File: src/bsrx_map.vh
// Purpose: Constants for the byte-sync receive control block.
// Assumes: Included by bsrx_top.v only.
// Notes: Offsets are word indices on the plain register port.
`ifndef BSRX_MAP_VH
`define BSRX_MAP_VH
// Register offsets.
`define BSRX_A_CMD 4'h0
`define BSRX_A_IMR 4'h1
`define BSRX_A_VEC 4'h2
`define BSRX_A_RCR 4'h3
`define BSRX_A_SYN1 4'h6
`define BSRX_A_SYN2 4'h7
`define BSRX_A_DATA 4'h8
// Command field of the command/pointer register.
`define BSRX_CMD_LSB 3
`define BSRX_CMD_RST_EXT 3'h2
`define BSRX_CMD_CH_RST 3'h3
`define BSRX_CMD_EN_NEXT 3'h4
`define BSRX_CMD_ERR_RST 3'h6
`define BSRX_CRC_RST 2'h1
// Interrupt mode register fields.
`define BSRX_IMR_EXT_EN 0
`define BSRX_IMR_SAV 2
`define BSRX_IMR_MODE_LSB 3
`define BSRX_MODE_OFF 2'h0
`define BSRX_MODE_FIRST 2'h1
`define BSRX_IMR_WR_EN 7
// Receive configuration register fields.
`define BSRX_RCR_EN 0
`define BSRX_RCR_SLI 1
`define BSRX_RCR_CRC 3
`define BSRX_RCR_HUNT 4
`define BSRX_RCR_AUTO 5
`define BSRX_RCR_LEN_LSB 6
// Receive condition status bits.
`define BSRX_ST_OVR 5
`define BSRX_ST_CRC 6
// Vector cause codes.
`define BSRX_V_NONE 3'h3
`define BSRX_V_EXT 3'h5
`define BSRX_V_RXC 3'h6
`define BSRX_V_SPC 3'h7
// Reset values and timing in bit times.
`define BSRX_RST_BYTE 8'h00
`define BSRX_CRC_INIT 16'h0000
`define BSRX_CRC_POLY 16'ha001
`define BSRX_CRC_SHIFTS 4'h8
`endif

File: src/bsrx_top.v
// Purpose: Receive control of one byte-sync serial channel.
// Assumes: One clock; rx_bit_stb marks each serial bit, LSB first.
// Notes: Characters go to a FIFO drained by the CPU or a DMA engine.
//
// Summary of operation
// - First-character mode interrupts on first data only
// - Special receive conditions still interrupt during DMA
// - Status modifies vector only in channel B
// - Enable-next-character command re-arms first-character mode
// - Hunt ends after two contiguous sync characters
// - Ready goes active when a byte is available
// - Overrun errors interrupt, CRC errors only set status; host clears and restarts
// - Overrun interrupts and stays latched until an error reset
// - CRC status valid sixteen bit times later
//
// Local design decisions: the address-and-strobe port and the register addresses.

`include "bsrx_map.vh"

////////////////////////////////////////////////////////////////////////
// Character FIFO with valid/ready on both sides.
module bsrx_fifo #(
	parameter W = 8,
	parameter D = 32,
	parameter AW = 5
) (
	input wire clk,
	input wire reset_n,
	input wire flush,
	input wire in_valid,
	output wire in_ready,
	input wire [W-1:0] in_data,
	output wire out_valid,
	input wire out_ready,
	output wire [W-1:0] out_data
);
	reg [W-1:0] mem [0:D-1]; // Storage, no reset needed.
	reg [AW-1:0] wp_q, rp_q; // Write and read pointers.
	reg [AW:0] cnt_q; // Number of words held.
	wire push, pop; // Handshakes that both sides complete.

	assign in_ready = (cnt_q != D[AW:0]);
	assign out_valid = (cnt_q != {(AW+1){1'b0}});
	assign out_data = mem[rp_q];
	assign push = in_valid && in_ready;
	assign pop = out_valid && out_ready;

	// Storage write; the array is kept out of reset to stay a RAM.
	always @(posedge clk) begin
		if (push) begin
			mem[wp_q] <= in_data;
		end
	end

	// Pointers and count; a flush drops everything held.
	always @(posedge clk or negedge reset_n) begin
		if (!reset_n) begin
			wp_q <= {AW{1'b0}};
			rp_q <= {AW{1'b0}};
			cnt_q <= {(AW+1){1'b0}};
		end else if (flush) begin
			wp_q <= {AW{1'b0}};
			rp_q <= {AW{1'b0}};
			cnt_q <= {(AW+1){1'b0}};
		end else begin
			if (push) begin
				wp_q <= wp_q + 1'b1;
			end
			if (pop) begin
				rp_q <= rp_q + 1'b1;
			end
			if (push && !pop) begin
				cnt_q <= cnt_q + 1'b1;
			end else if (pop && !push) begin
				cnt_q <= cnt_q - 1'b1;
			end
		end
	end
endmodule

////////////////////////////////////////////////////////////////////////
// Receive control top.
module bsrx_top #(
	parameter CHANNEL_B = 1'b1
) (
	input wire clk,
	input wire reset_n,
	input wire [3:0] addr,
	input wire [7:0] wdata,
	input wire wr_stb,
	input wire rd_stb,
	output reg [7:0] rdata_q,
	input wire rx_data,
	input wire rx_bit_stb,
	input wire dcd_n,
	input wire dma_rd_stb,
	output reg [7:0] dma_data_q,
	output reg rdy_n_q,
	output reg irq_n_q
);
	// Character length from the two-bit field: 00=5 10=6 01=7 11=8.
	function [3:0] bsrx_len;
		input [1:0] f;
		begin
			case (f)
			2'b00: bsrx_len = 4'd5;
			2'b10: bsrx_len = 4'd6;
			2'b01: bsrx_len = 4'd7;
			default: bsrx_len = 4'd8;
			endcase
		end
	endfunction

	reg [7:0] imr_q; // Interrupt mode register.
	reg [7:0] rcr_q; // Receive configuration register.
	reg [7:0] vec_q; // Interrupt vector.
	reg [7:0] syn1_q; // First sync character.
	reg [7:0] syn2_q; // Second sync character.
	reg [15:0] sh_q; // Serial window, newest bit at the top.
	reg hunt_q; // High while searching for sync.
	reg [3:0] bitcnt_q; // Bits of the current character.
	reg started_q; // A data character was seen in this message.
	reg armed_q; // First-character interrupt is armed.
	reg rxint_q; // Receive character interrupt pending.
	reg ovr_q; // Latched overrun.
	reg ext_q; // External status change pending.
	reg dcd_prev_q; // Last sampled carrier level.
	reg [15:0] crc_q; // CRC checker.
	reg [7:0] pend_q; // Last character, awaiting CRC decision.
	reg pend_v_q; // Pending character is valid.
	reg [7:0] cshift_q; // Bits still to shift into the CRC.
	reg [3:0] ccnt_q; // Shifts left.
	reg crc_err_q; // CRC comparison result.

	wire [15:0] sh_d, crc_d;
	wire [3:0] len;
	wire [7:0] chr, fifo_head;
	wire [2:0] cmd, cause;
	wire [1:0] mode;
	wire rx_on, bit_in, chr_done, is_strip, fifo_rdy, fifo_val;
	wire cpu_pop, pop, cmd_wr, crc_fb, spc_int;

	assign mode = imr_q[`BSRX_IMR_MODE_LSB+1:`BSRX_IMR_MODE_LSB];
	assign len = bsrx_len(rcr_q[`BSRX_RCR_LEN_LSB+1:`BSRX_RCR_LEN_LSB]);
	// Auto enables hold the receiver off until carrier is present.
	assign rx_on = rcr_q[`BSRX_RCR_EN] &&
		(!rcr_q[`BSRX_RCR_AUTO] || !dcd_n);
	assign bit_in = rx_bit_stb && rx_on;
	assign sh_d = {rx_data, sh_q[15:1]};
	assign chr = sh_d[15:8] >> (4'd8 - len);
	assign chr_done = bit_in && !hunt_q && (bitcnt_q + 4'd1 == len);
	// Leading copies of the first sync character are stripped when load inhibit is set.
	assign is_strip = rcr_q[`BSRX_RCR_SLI] && !started_q &&
		(chr == (syn1_q >> (4'd8 - len)));
	assign cmd_wr = wr_stb && (addr == `BSRX_A_CMD);
	assign cmd = wdata[`BSRX_CMD_LSB+2:`BSRX_CMD_LSB];
	assign cpu_pop = rd_stb && (addr == `BSRX_A_DATA);
	assign pop = (cpu_pop || dma_rd_stb) && fifo_val;
	assign crc_fb = cshift_q[0] ^ crc_q[0];
	assign crc_d = (bit_in && (ccnt_q != 4'h0)) ?
		((crc_q >> 1) ^ (crc_fb ? `BSRX_CRC_POLY : 16'h0000)) : crc_q;
	assign spc_int = ovr_q && (mode != `BSRX_MODE_OFF);

	// Cause code, highest priority first.
	assign cause = spc_int ? `BSRX_V_SPC :
		rxint_q ? `BSRX_V_RXC :
		(ext_q && imr_q[`BSRX_IMR_EXT_EN]) ? `BSRX_V_EXT : `BSRX_V_NONE;

	////////////////////////////////////////////////////////////////
	// The FIFO sits between the character assembler and the readers.
	bsrx_fifo #(
		.W(8),
		.D(32),
		.AW(5)
	) u_fifo (
		.clk(clk),
		.reset_n(reset_n),
		.flush(cmd_wr && (cmd == `BSRX_CMD_CH_RST)),
		.in_valid(chr_done && !is_strip),
		.in_ready(fifo_rdy),
		.in_data(chr),
		.out_valid(fifo_val),
		.out_ready(cpu_pop || dma_rd_stb),
		.out_data(fifo_head)
	);

	////////////////////////////////////////////////////////////////
	// Software registers written from the register port.
	always @(posedge clk or negedge reset_n) begin
		if (!reset_n) begin
			imr_q <= `BSRX_RST_BYTE;
			rcr_q <= `BSRX_RST_BYTE;
			vec_q <= `BSRX_RST_BYTE;
			syn1_q <= `BSRX_RST_BYTE;
			syn2_q <= `BSRX_RST_BYTE;
		end else if (cmd_wr && (cmd == `BSRX_CMD_CH_RST)) begin
			// Channel reset leaves the receiver and interrupts off.
			imr_q <= `BSRX_RST_BYTE;
			rcr_q <= `BSRX_RST_BYTE;
		end else if (wr_stb) begin
			if (addr == `BSRX_A_IMR) begin
				imr_q <= wdata;
			end else if (addr == `BSRX_A_VEC) begin
				vec_q <= wdata;
			end else if (addr == `BSRX_A_RCR) begin
				rcr_q <= wdata;
			end else if (addr == `BSRX_A_SYN1) begin
				syn1_q <= wdata;
			end else if (addr == `BSRX_A_SYN2) begin
				syn2_q <= wdata;
			end
		end
	end

	////////////////////////////////////////////////////////////////
	// Hunt and character assembly.
	always @(posedge clk or negedge reset_n) begin
		if (!reset_n) begin
			sh_q <= 16'h0000;
			hunt_q <= 1'b1;
			bitcnt_q <= 4'h0;
			started_q <= 1'b0;
		end else begin
			if (bit_in) begin
				sh_q <= sh_d;
			end
			if ((wr_stb && (addr == `BSRX_A_RCR) &&
				wdata[`BSRX_RCR_HUNT]) ||
				(cmd_wr && (cmd == `BSRX_CMD_CH_RST))) begin
				// Entering hunt restarts the message.
				hunt_q <= 1'b1;
				started_q <= 1'b0;
				bitcnt_q <= 4'h0;
			end else if (bit_in && hunt_q) begin
				// Both sync characters must sit back to back.
				if (sh_d == {syn2_q, syn1_q}) begin
					hunt_q <= 1'b0;
					bitcnt_q <= 4'h0;
				end
			end else if (chr_done) begin
				bitcnt_q <= 4'h0;
				if (!is_strip) begin
					started_q <= 1'b1;
				end
			end else if (bit_in) begin
				bitcnt_q <= bitcnt_q + 4'h1;
			end
		end
	end

	////////////////////////////////////////////////////////////////
	// Interrupt sources; a set in the clearing cycle wins.
	always @(posedge clk or negedge reset_n) begin
		if (!reset_n) begin
			armed_q <= 1'b1;
			rxint_q <= 1'b0;
			ovr_q <= 1'b0;
			ext_q <= 1'b0;
			dcd_prev_q <= 1'b1;
		end else begin
			dcd_prev_q <= dcd_n;
			// A CPU read of the data register satisfies its interrupt.
			if (chr_done && !is_strip && (mode == `BSRX_MODE_FIRST) &&
				armed_q) begin
				rxint_q <= 1'b1;
			end else if (chr_done && !is_strip && mode[1]) begin
				rxint_q <= 1'b1;
			end else if (cpu_pop) begin
				rxint_q <= 1'b0;
			end
			// In first-character mode only the first character after each arming interrupts.
			if (cmd_wr && (cmd == `BSRX_CMD_EN_NEXT)) begin
				armed_q <= 1'b1;
			end else if (chr_done && !is_strip &&
				(mode == `BSRX_MODE_FIRST)) begin
				armed_q <= 1'b0;
			end
			// A full FIFO loses the character and latches overrun.
			if (chr_done && !is_strip && !fifo_rdy) begin
				ovr_q <= 1'b1;
			end else if (cmd_wr && (cmd == `BSRX_CMD_ERR_RST)) begin
				ovr_q <= 1'b0;
			end
			if ((dcd_n != dcd_prev_q) && imr_q[`BSRX_IMR_EXT_EN]) begin
				ext_q <= 1'b1;
			end else if (cmd_wr && ((cmd == `BSRX_CMD_RST_EXT) ||
				(cmd == `BSRX_CMD_CH_RST))) begin
				ext_q <= 1'b0;
			end
		end
	end

	////////////////////////////////////////////////////////////////
	// CRC: each character is judged at the next transfer, then shifted
	// over the following eight bit times, so the result lags sixteen.
	always @(posedge clk or negedge reset_n) begin
		if (!reset_n) begin
			crc_q <= `BSRX_CRC_INIT;
			pend_q <= 8'h00;
			pend_v_q <= 1'b0;
			cshift_q <= 8'h00;
			ccnt_q <= 4'h0;
			crc_err_q <= 1'b0;
		end else if (cmd_wr && (wdata[7:6] == `BSRX_CRC_RST)) begin
			crc_q <= `BSRX_CRC_INIT;
			ccnt_q <= 4'h0;
			pend_v_q <= 1'b0;
		end else begin
			if (bit_in && (ccnt_q != 4'h0)) begin
				cshift_q <= {1'b0, cshift_q[7:1]};
				ccnt_q <= ccnt_q - 4'h1;
				crc_q <= crc_d; // Last shift may share the transfer edge.
			end
			if (chr_done && !is_strip) begin
				pend_q <= chr;
				pend_v_q <= 1'b1;
				crc_err_q <= (crc_d != 16'h0000);
				if (pend_v_q && rcr_q[`BSRX_RCR_CRC]) begin
					cshift_q <= pend_q;
					ccnt_q <= `BSRX_CRC_SHIFTS;
				end
			end
		end
	end

	////////////////////////////////////////////////////////////////
	// Read port, DMA data, ready and interrupt outputs.
	always @(posedge clk or negedge reset_n) begin
		if (!reset_n) begin
			rdata_q <= 8'h00;
			dma_data_q <= 8'h00;
			rdy_n_q <= 1'b1;
			irq_n_q <= 1'b1;
		end else begin
			// Ready follows the FIFO; it goes inactive at the edge of each pop for one cycle.
			rdy_n_q <= !(imr_q[`BSRX_IMR_WR_EN] && fifo_val &&
				!pop);
			irq_n_q <= !(rxint_q || spc_int ||
				(ext_q && imr_q[`BSRX_IMR_EXT_EN]));
			if (dma_rd_stb) begin
				dma_data_q <= fifo_val ? fifo_head : 8'h00;
			end
			if (!rd_stb) begin
				rdata_q <= 8'h00;
			end else if (addr == `BSRX_A_CMD) begin
				rdata_q <= {3'h0, hunt_q, !dcd_prev_q, 1'b0,
					!irq_n_q, fifo_val};
			end else if (addr == `BSRX_A_IMR) begin
				rdata_q <= {1'b0, crc_err_q, ovr_q, 5'h00};
			end else if (addr == `BSRX_A_VEC) begin
				// Only channel B lets the cause alter the vector.
				if (CHANNEL_B && imr_q[`BSRX_IMR_SAV]) begin
					rdata_q <= {vec_q[7:4], cause, vec_q[0]};
				end else begin
					rdata_q <= vec_q;
				end
			end else if (addr == `BSRX_A_RCR) begin
				rdata_q <= rcr_q;
			end else if (addr == `BSRX_A_DATA) begin
				rdata_q <= fifo_val ? fifo_head : 8'h00;
			end else begin
				rdata_q <= 8'h00;
			end
		end
	end
endmodule

File: config.mk
export PLATFORM = sky130hd
export DESIGN_NAME = bsrx_top
export DESIGN_NICKNAME = d
export VERILOG_FILES = /design/src/bsrx_top.v
export VERILOG_INCLUDE_DIRS = /design/src /design/src/src
export SDC_FILE = /design/constraint.sdc
export NUM_CORES = 1
export LEC_CHECK = 0
export BUFFER_PORTS_ARGS = -buffer_cell sky130_fd_sc_hd__buf_2
export CELL_PAD_IN_SITES_DETAIL_PLACEMENT = 0
export CELL_PAD_IN_SITES_GLOBAL_PLACEMENT = 2
export CORE_MARGIN = 3
export CORE_UTILIZATION = 46
export DETAILED_ROUTE_END_ITERATION = 16
export PLACE_DENSITY = 0.9
export SLEW_MARGIN = 25
export SYNTH_ARGS = -nofsm -noshare
export SYNTH_HDL_FRONTEND = slang
export SYNTH_SLANG_ARGS = --single-unit
export TNS_END_PERCENT = 5
File: constraint.sdc
create_clock -name clk -period 6.3 [get_ports clk]
set_clock_uncertainty 0.05 [all_clocks]
set_input_delay 0.315 -clock clk [delete_from_list [all_inputs] [get_ports clk]]
set_output_delay 0.315 -clock clk [all_outputs]
set_load 0.03 [all_outputs]
==> results.md, run 1 <==
Outcome:
- The flow ran to the end, and the final reports show no timing, DRC or antenna violations.

Finish:
- The post-layout instance area is between 15000 and 20000 um^2.
- In the layout the commonest cells are edfxtp_1 (256), nand2_1 (138), dfrtp_1 (128).
- The layout has 2964 filler cells.
- Leaving out fill and tap cells, the most frequent cell in the layout is edfxtp_1.
- The final antenna diode count is 0.
- Of the cells placed in the final design, the portion with a size suffix greater than 1 is a little over a fifth.
- Compared with the post-synthesis result, the final layout area differs by 11.55%.
- The number of nets in the layout is approximately 1200.
- Registers take 11080 um^2.
- The combined area of the multi-input logic cells is 5690 um^2.

Floorplan:
- The core outline area is 36090 um^2.
- The width of the chip is slightly below 200 um.
- The floorplan die area is roughly 39000 um^2.
- The number of cell rows is 69.
- The number of top-level pins is 38.
- The overall die height is between 150 and 200 um.
- For this configuration, the core starts out at a cell density of 47.32%.

Global routing:
- The number of global-route vias before repair came to approximately 9800.
- Entering global routing, the biggest net connects just under 80 pins.
- The total grt overflow is 0.
- Global routing consumed, over all layers together, just under 20% of the routing resources.
- The initial antenna violation count is 0.
- The first-pass GRT wire length is about 58 mm.

Job:
- Across the run, the number of max-cap violations was 0.

Worst setup path:
- The worst setup path is captured at a flip-flop.
- The required time of the worst setup path is between 6 and 7 ns.
- Data arrives at the worst endpoint at between 5 and 6 ns.
- The largest fanout on the critical path is 34.
- STA classifies the critical path startpoint as a flip-flop.
- The critical path is of the reg -> reg type.

Placed design:
- The weighted congestion reported at the end of routability-driven placement is about 0.85.
- In this run the tool buffered the top-level ports with 37 buffer cells.
- Prior to clock tree synthesis, the placed netlist has a worst setup slack of between 1 and 1.5 ns.
- The HPWL after detailed placement is 24.33 mm.
- The placed instances occupy a cell area of between 15000 and 20000 um^2.

Timing:
- The worst-case headroom to the max-slew limit is between 30% and 40%.
- The transition time of the tightest slew-check pin is around 1.0 ns.
- The worst hold margin is around 0.043 ns.
- The final worst setup slack is between 0.9 and 1 ns.
- The final max-slew violation count is 0.
- The hold violation total from the final report is 0.
- For the final routed database, the setup TNS stands at 0 ns.
- Setup repair after global routing left no endpoint under its margin.
- Setup violations remaining at the end of the flow were counted as 0.
- The final clock period utilization by the worst path is a little over four fifths.
- For this run, the top clock speed supported by timing is 0.1873 GHz.
- The final critical-path required period is 5.340 ns.

Route:
- After detailed routing, the number of remaining DRC violations is 0.
- The pre-antenna-repair detailed-routing pass consisted of 5 iterations.
- The violation count after the first detailed-route iteration is around 800.
- The wire length reported by the detailed router is around 37 mm.
- Using the TritonRoute via totals, the vias-per-cell ratio works out to about 5.8.
- The count of nets left with antenna violations once routing finished came out at 0.
- Detailed routing inserted a total of between 9000 and 10000 vias.
- After detailed routing, the average wire length per cell comes to 22.24 um.

Yosys:
- After synthesis, the largest area contributor takes up a little under half of total cell area.
- Counting flops with a built-in enable in the synthesized netlist gives about 260.
- For this run, the register share of the synthesized area comes to around two thirds.
- For this run, the number of Yosys warnings is 0.
- When the netlist entered floorplanning its net count stood at between 1000 and 1500.
- The largest total area in the synthesized netlist belongs to edfxtp_1.
- Synthesis inferred 391 register bits.
- A synthesized cell averages 14.78 um^2.
- The share of flip-flops with an asynchronous set or reset after synthesis is 34.53%.
- The distinct cell type count after synthesis is 69.
- After synthesis the cells add up to between 15000 and 20000 um^2.
- Synthesis handed over a netlist of 1155 instances.
- By area the synthesized netlist is led by edfxtp_1 (45%), dfrtp_1 (19%), mux4_2 (11%), nand2_1 (3.0%), mux2_2 (2.7%).
- The most instantiated flip-flop cell in the synthesis netlist is edfxtp_1.

CTS:
- The clock tree synthesis step divided the H-tree into 2 levels.
- The buffer levels on the longest clock path is 3.
- Clock-pin slew was measured on the worst setup and hold paths at ~0.060 ns.
- TritonCTS created between 40 and 50 clock buffers.
- The clock tree root driver cell is clkbuf_16.
- The clock latency of the later-clocked register in the worst-skew pair is 0.56 ns.
- The TritonCTS clock tree is yes.
- The CTS sink count is 391.
- Once the clock tree was built, the resizer swapped 0 gates to a different size.

Power and ir drop:
- The leakage dissipation is 7.009 nW.
- For this design the ratio of total power to cell area is between 400 and 500 nW/um^2.
- The largest voltage drop on the vdd net is approximately 200 uV.

Worst hold path:
- The class of the most critical hold timing path is in -> reg.
[timing repair]
item / in CTS / in global routing
setup endpoints to repair: 0 / 0
endpoints found under the hold margin: 77 / 0
hold buffers: 4 / 0
buffers inserted: 0 / 0
[per-layer routing]
layer / vias to the layer above / GRT usage, % / wire length (um)
met5: - / 0 / 0
met4: 0 / 5.908 / 803
met3: 63 / 2.812 / 1808
met2: 277 / 30.60 / 17750
met1: 5033 / 28.21 / 17050
li1: 4430 / - / -
[power by group]
group	leakage (nW)	internal (W)	total, W	switching, W
logic	2.30	0.000982	0.00219	0.00121
registers	4.09	0.00318	0.00351	0.000330
clock network	0.620	0.00132	0.00232	0.000996
[synthesized netlist by cell type, types with 10 or more instances]
master and count:
nor3_1 10, mux4_2 84, edfxtp_1 256, mux2i_1 13, xor2_1 24, nor3b_1 14
nand2b_1 11, ha_1 16, nor2_1 84, inv_1 18, nand3_1 12, xnor2_1 20
dfrtp_1 130, nand3b_1 10, clkbuf_1 43, buf_2 10, o21ai_0 36, a21oi_1 45
nand2_1 138, mux2_2 41
[critical path, stage by stage (launching register included)]
cell and delay (ns):
dfrtp_1 0.41, inv_1 0.11, ha_1 0.44, or2_1 0.36, buf_4 0.27, mux2_2 0.35
nand2_1 0.08, a21oi_2 0.07, buf_4 0.26, xnor2_1 0.58, a21bo_2 0.38, a21oi_1 0.07
ha_1 0.24, inv_1 0.13, ha_1 0.24, a21o_1 0.17, a21oi_1 0.22, o21bai_1 0.10
a21oi_1 0.18, xnor2_1 0.09, or3_1 0.30, a21oi_1 0.16
[state kept, by name, summed over array words and instances, names as in the netlist, 4 cells and up]
register and flops:
crc_q 16, dma_data_q 8, u_fifo.wp_q 5, u_fifo.cnt_q 6, cshift_q 8, rdata_q 8, syn2_q 8, pend_q 8
imr_q 5, ccnt_q 4, sh_q 15, vec_q 8, u_fifo.rp_q 5, u_fifo.mem 256, rcr_q 8, syn1_q 8
bitcnt_q 4
[worst paths after layout]
kind / from / end / cells after the start / slack, ns
max: rcr_q[7]$_DFFE_PN0P_ / u_fifo.cnt_q[5]$_DFFE_PN0P_ / 21 / 0.96
min: wdata[0] / rcr_q[0]$_DFFE_PN0P_ / 3 / 0.04
min in group asynchronous: reset_n / dma_data_q[2]$_DFFE_PN0P_ / 2 / 0.29
max reg2reg: rcr_q[7]$_DFFE_PN0P_ / u_fifo.cnt_q[5]$_DFFE_PN0P_ / 21 / 0.96
max in group asynchronous: reset_n / ccnt_q[3]$_DFF_PN0_ / 3 / 4.63
min reg2reg: imr_q[7]$_DFFE_PN0P_ / rdy_n_q$_DFF_PN1_ / 1 / 0.41
[cell type report]
class	instances	area share, %
clock buffer	48	5.689
clock inverter	25	1.090
inverter	18	0.3547
multi-input combinational	683	29.88
sequential	391	58.16
tap	461	3.028
timing repair buffer	56	1.806
[cells by family (layout without fill, tap and decap cells)]
family	Yosys count	in the layout	synth area share [%]
AO/OA/AOI/OAI	145	145	5.547
AND/OR/NAND/NOR	339	339	9.533
adder cells (fa/ha/maj)	17	17	1.290
XOR/XNOR	44	44	2.257
multiplexers	138	138	14.55
buffers and inverters	81	147	1.986
flip-flops	391	391	64.84
[metrics by stage]
stage	total power [W]	instances	utilization [%]
4_1_cts	0.008103	1682	52.78
5_1_grt	0.008397	1682	52.78
2_1_floorplan	0.005058	1155	-
3_3_place_gp	0.005728	1605	49.07
6_report	0.008019	1682	52.78
3_5_place_dp	0.005777	1605	49.09
No activity file was read; power rests on OpenSTA's default activity.
==> run 2, diff against run 1 <==
Clock period 6.3 ns to 5.5 ns, I/O delays scaled along.
==> run 2 against run 1 <==
  * Non-clock buffer count grew 16
  * Design area is 0.69% higher
  * Fmax rose by 7.3%
  * Cell count rose by 1.1%
  * Sequential power rose by 14%
  * Core utilization grew 0.36 points
  * Sequential share of layout area shrank 0.40 points
  * Setup slack worse by 0.43 ns
  * Power is 15% higher
  * Clock-buffer cell count grew 12
  * Critical endpoint unchanged
  * Largest cell class unchanged
==> results.md, run 2 (same netlist as run 1, synthesis figures left out) <==
Worst setup path:
- The required time of the worst setup path is 5.91 ns (was 6.72 ns).
- The element type at the critical path end was a flip-flop (unchanged).
- The largest fanout on the critical path is 18 (was 34).
- The kind of launch point of the worst setup path is a flip-flop (unchanged).
- The data arrival time of the critical path is 5.38 ns (was 5.76 ns).
- The start-to-end type of the worst setup path is reg -> reg (unchanged).
- The depth of the most critical reg-to-reg path is 18 (was 21).

CTS:
- The clock tree root driver cell is clkbuf_16 (unchanged).
- The clock slew seen by the registers of the worst setup and hold paths is 0.06 ns (about the same).
- The number of buffers inserted by post-CTS setup repair is 0 (unchanged).
- The maximum level of the CTS H-tree came to 2 (unchanged).
- The TritonCTS clock tree is yes (unchanged).
- The clock latency of the later-clocked register in the worst-skew pair came to 0.55 ns (was 0.56 ns).
- The buffer levels on the longest clock path is 3 (unchanged).
- The number of clock buffers inserted by TritonCTS was 41 (unchanged).
- The CTS sink count is 391 (unchanged).

Finish:
- The final antenna diode count was 0 (unchanged).
- The register with the highest flop count is u_fifo.mem (unchanged).
- Biggest regs: u_fifo.mem (256), crc_q (16), sh_q (15) (unchanged).
- The number of nets in the layout is 1244 (was 1228).
- Commonest cells after routing, fill and taps aside: edfxtp_1 (256), nand2_1 (138), dfrtp_1 (128) (unchanged).
- The commonest non-fill, non-tap cell in the layout was edfxtp_1 (unchanged).
- The post-layout instance area is 19180 um^2 (was 19050 um^2).
- The number of flip-flops under the largest register name is 256 (unchanged).
- The share of layout cells above drive strength 1 is 22.20% (was 21.87%).
- The layout overhead on the synthesized area is 12.32% (was 11.55%).

Global routing:
- The all-layer global routing usage is 19.63% (was 19.36%).
- The number of global-route vias before repair is 9922 (was 9785).
- The total grt overflow was 0 (unchanged).
- The pin count of the biggest net entering global routing came to 82 (was 77).
- The initial antenna violation count is 0 (unchanged).
- The first-pass GRT wire length is 59.34 mm (was 58.30 mm).

Route:
- The wire length on met2 came to 17.07 mm (was 17.75 mm).
- The wire length per cell is 22.11 um (was 22.24 um).
- The total via count in the routed design is 9769 (was 9803).
- The top layer reached by signal wires is met4 (unchanged).
- The per-cell via count in the routed design came to 5.746 (was 5.828).
- The length of the first detailed-routing pass in iterations is 5 (unchanged).
- The post-route antenna net violation count came to 0 (unchanged).
- The remaining design rule violation count was 0 (unchanged).
- The wire length reported by the detailed router is 37.59 mm (was 37.40 mm).
- The violation count after the first detailed-route iteration is 791 (was 803).
- The detailed-routing wirelength on met1 was 17.31 mm (was 17.05 mm).
- The met3 wire length is 2.568 mm (was 1.808 mm).

Timing:
- The final worst setup slack is 0.5257 ns (was 0.9602 ns).
- The final clock period utilization by the worst path came to 90.44% (was 84.76%).
- The final setup TNS is 0 ns (unchanged).
- The transition time of the tightest slew-check pin is 1.021 ns (was 1.004 ns).
- The hold violation total from the final report is 0 (unchanged).
- The timing-limited maximum frequency was 0.2010 GHz (was 0.1873 GHz).
- The final max-slew violation count is 0 (unchanged).
- The worst-case headroom to the max-slew limit is 31.96% (was 33.05%).
- Unrepaired setup endpoints after global routing: no (unchanged).
- The final critical-path required period is 4.974 ns (was 5.340 ns).
- The setup-violating endpoint count in the final report is 0 (unchanged).

Floorplan:
- The initial cell density of the core was 47.32% (unchanged).
- The core outline area was 36090 um^2 (unchanged).
- The number of top-level pins came to 38 (unchanged).
- The width of the chip is 198.7 um (unchanged).
- The overall die height is 198.7 um (unchanged).
- The floorplan die area is 39470 um^2 (unchanged).
- The number of cell rows came to 69 (unchanged).

Placed design:
- The number of I/O port buffers came to 37 (unchanged).
- The placed wire-length estimate after detailed placement is 24.24 mm (was 24.33 mm).
- The area of placed instances was 17780 um^2 (was 17710 um^2).
- The setup slack after placement came to 0.3078 ns (was 1.044 ns).
- The weighted congestion reported at the end of routability-driven placement came to 0.8486 (was 0.8478).

Job:
- The number of max-cap violations is 0 (unchanged).

Power and ir drop:
- The power density of the placed cells is 482.2 nW/um^2 (was 421.0 nW/um^2).
- The largest voltage drop on the vdd net is 233.2 uV (was 204.6 uV).
- The leakage dissipation is 7.091 nW (was 7.009 nW).

Worst hold path:
- The class of the most critical hold timing path is in -> reg (unchanged).
- The worst hold path stage count is 3 (unchanged).

Outcome:
- Outcome: complete, no violations (unchanged).
## run 2: area by class of cell
cell class | instances | area, um^2
sequential | 391 | 11080
fill | 2890 | 16910
tap | 461 | 576.8
clock buffer | 60 | 1157
multi-input combinational | 683 | 5682
inverter | 18 | 67.56
timing repair buffer | 72 | 489.2
clock inverter | 15 | 128.9
## run 2: report_power, final
part / internal [W] / switching (W) / total [W]
clock network: 0.00152 / 0.00111 / 0.00263
registers: 0.00364 / 0.000371 / 0.00401
logic: 0.00117 / 0.00144 / 0.00260
total: 0.00633 / 0.00292 / 0.00925
## run 2: stage by stage
stage	instances	hold slack, ns	power, W	utilization [%]
3_5_place_dp	1615	0.3093	0.006676	49.28
3_3_place_gp	1615	0.3022	0.006617	49.28
5_1_grt	1700	0.02027	0.009696	53.14
2_1_floorplan	1155	-0.07059	0.005794	-
6_report	1700	0.02497	0.009248	53.14
4_1_cts	1699	0.003122	0.009325	53.09
## run 2: worst max-delay path, stage by stage (launching register included)
cell and delay (ns):
dfrtp_1 0.41, inv_1 0.11, ha_1 0.40, or2_2 0.48
mux4_2 0.57, o32a_1 0.35, and4_4 0.21, a21bo_2 0.30
a21oi_1 0.14, ha_1 0.24, inv_1 0.12, ha_1 0.29
a21o_1 0.17, a21oi_1 0.22, o21bai_1 0.10, a21oi_1 0.18
xnor2_1 0.09, or3_1 0.31, a21oi_1 0.14
## run 2: worst paths after layout
check | end | slack (ns) | start
min reg2reg | rdy_n_q$_DFF_PN1_ | 0.38 | imr_q[7]$_DFFE_PN0P_
min | rcr_q[6]$_DFFE_PN0P_ | 0.02 | wdata[6]
min in group asynchronous | u_fifo.cnt_q[0]$_DFFE_PN0P_ | 0.27 | reset_n
max in group asynchronous | syn2_q[6]$_DFFE_PN0P_ | 3.95 | reset_n
max reg2reg | u_fifo.cnt_q[5]$_DFFE_PN0P_ | 0.53 | rcr_q[7]$_DFFE_PN0P_
max | u_fifo.cnt_q[5]$_DFFE_PN0P_ | 0.53 | rcr_q[7]$_DFFE_PN0P_
## run 2: metal layers
layer,up-vias,global-route usage (%)
met5,-,0
met1,4954,29.13
met4,0,4.555
met2,298,30.04
met3,51,4.302
li1,4466,-
## run 2: what timing repair did
item / in CTS / in global routing
hold buffers: 9 / 0
hold endpoints to repair: 88 / 0
setup endpoints to repair: 0 / 1
gates resized for setup: 0 / 1
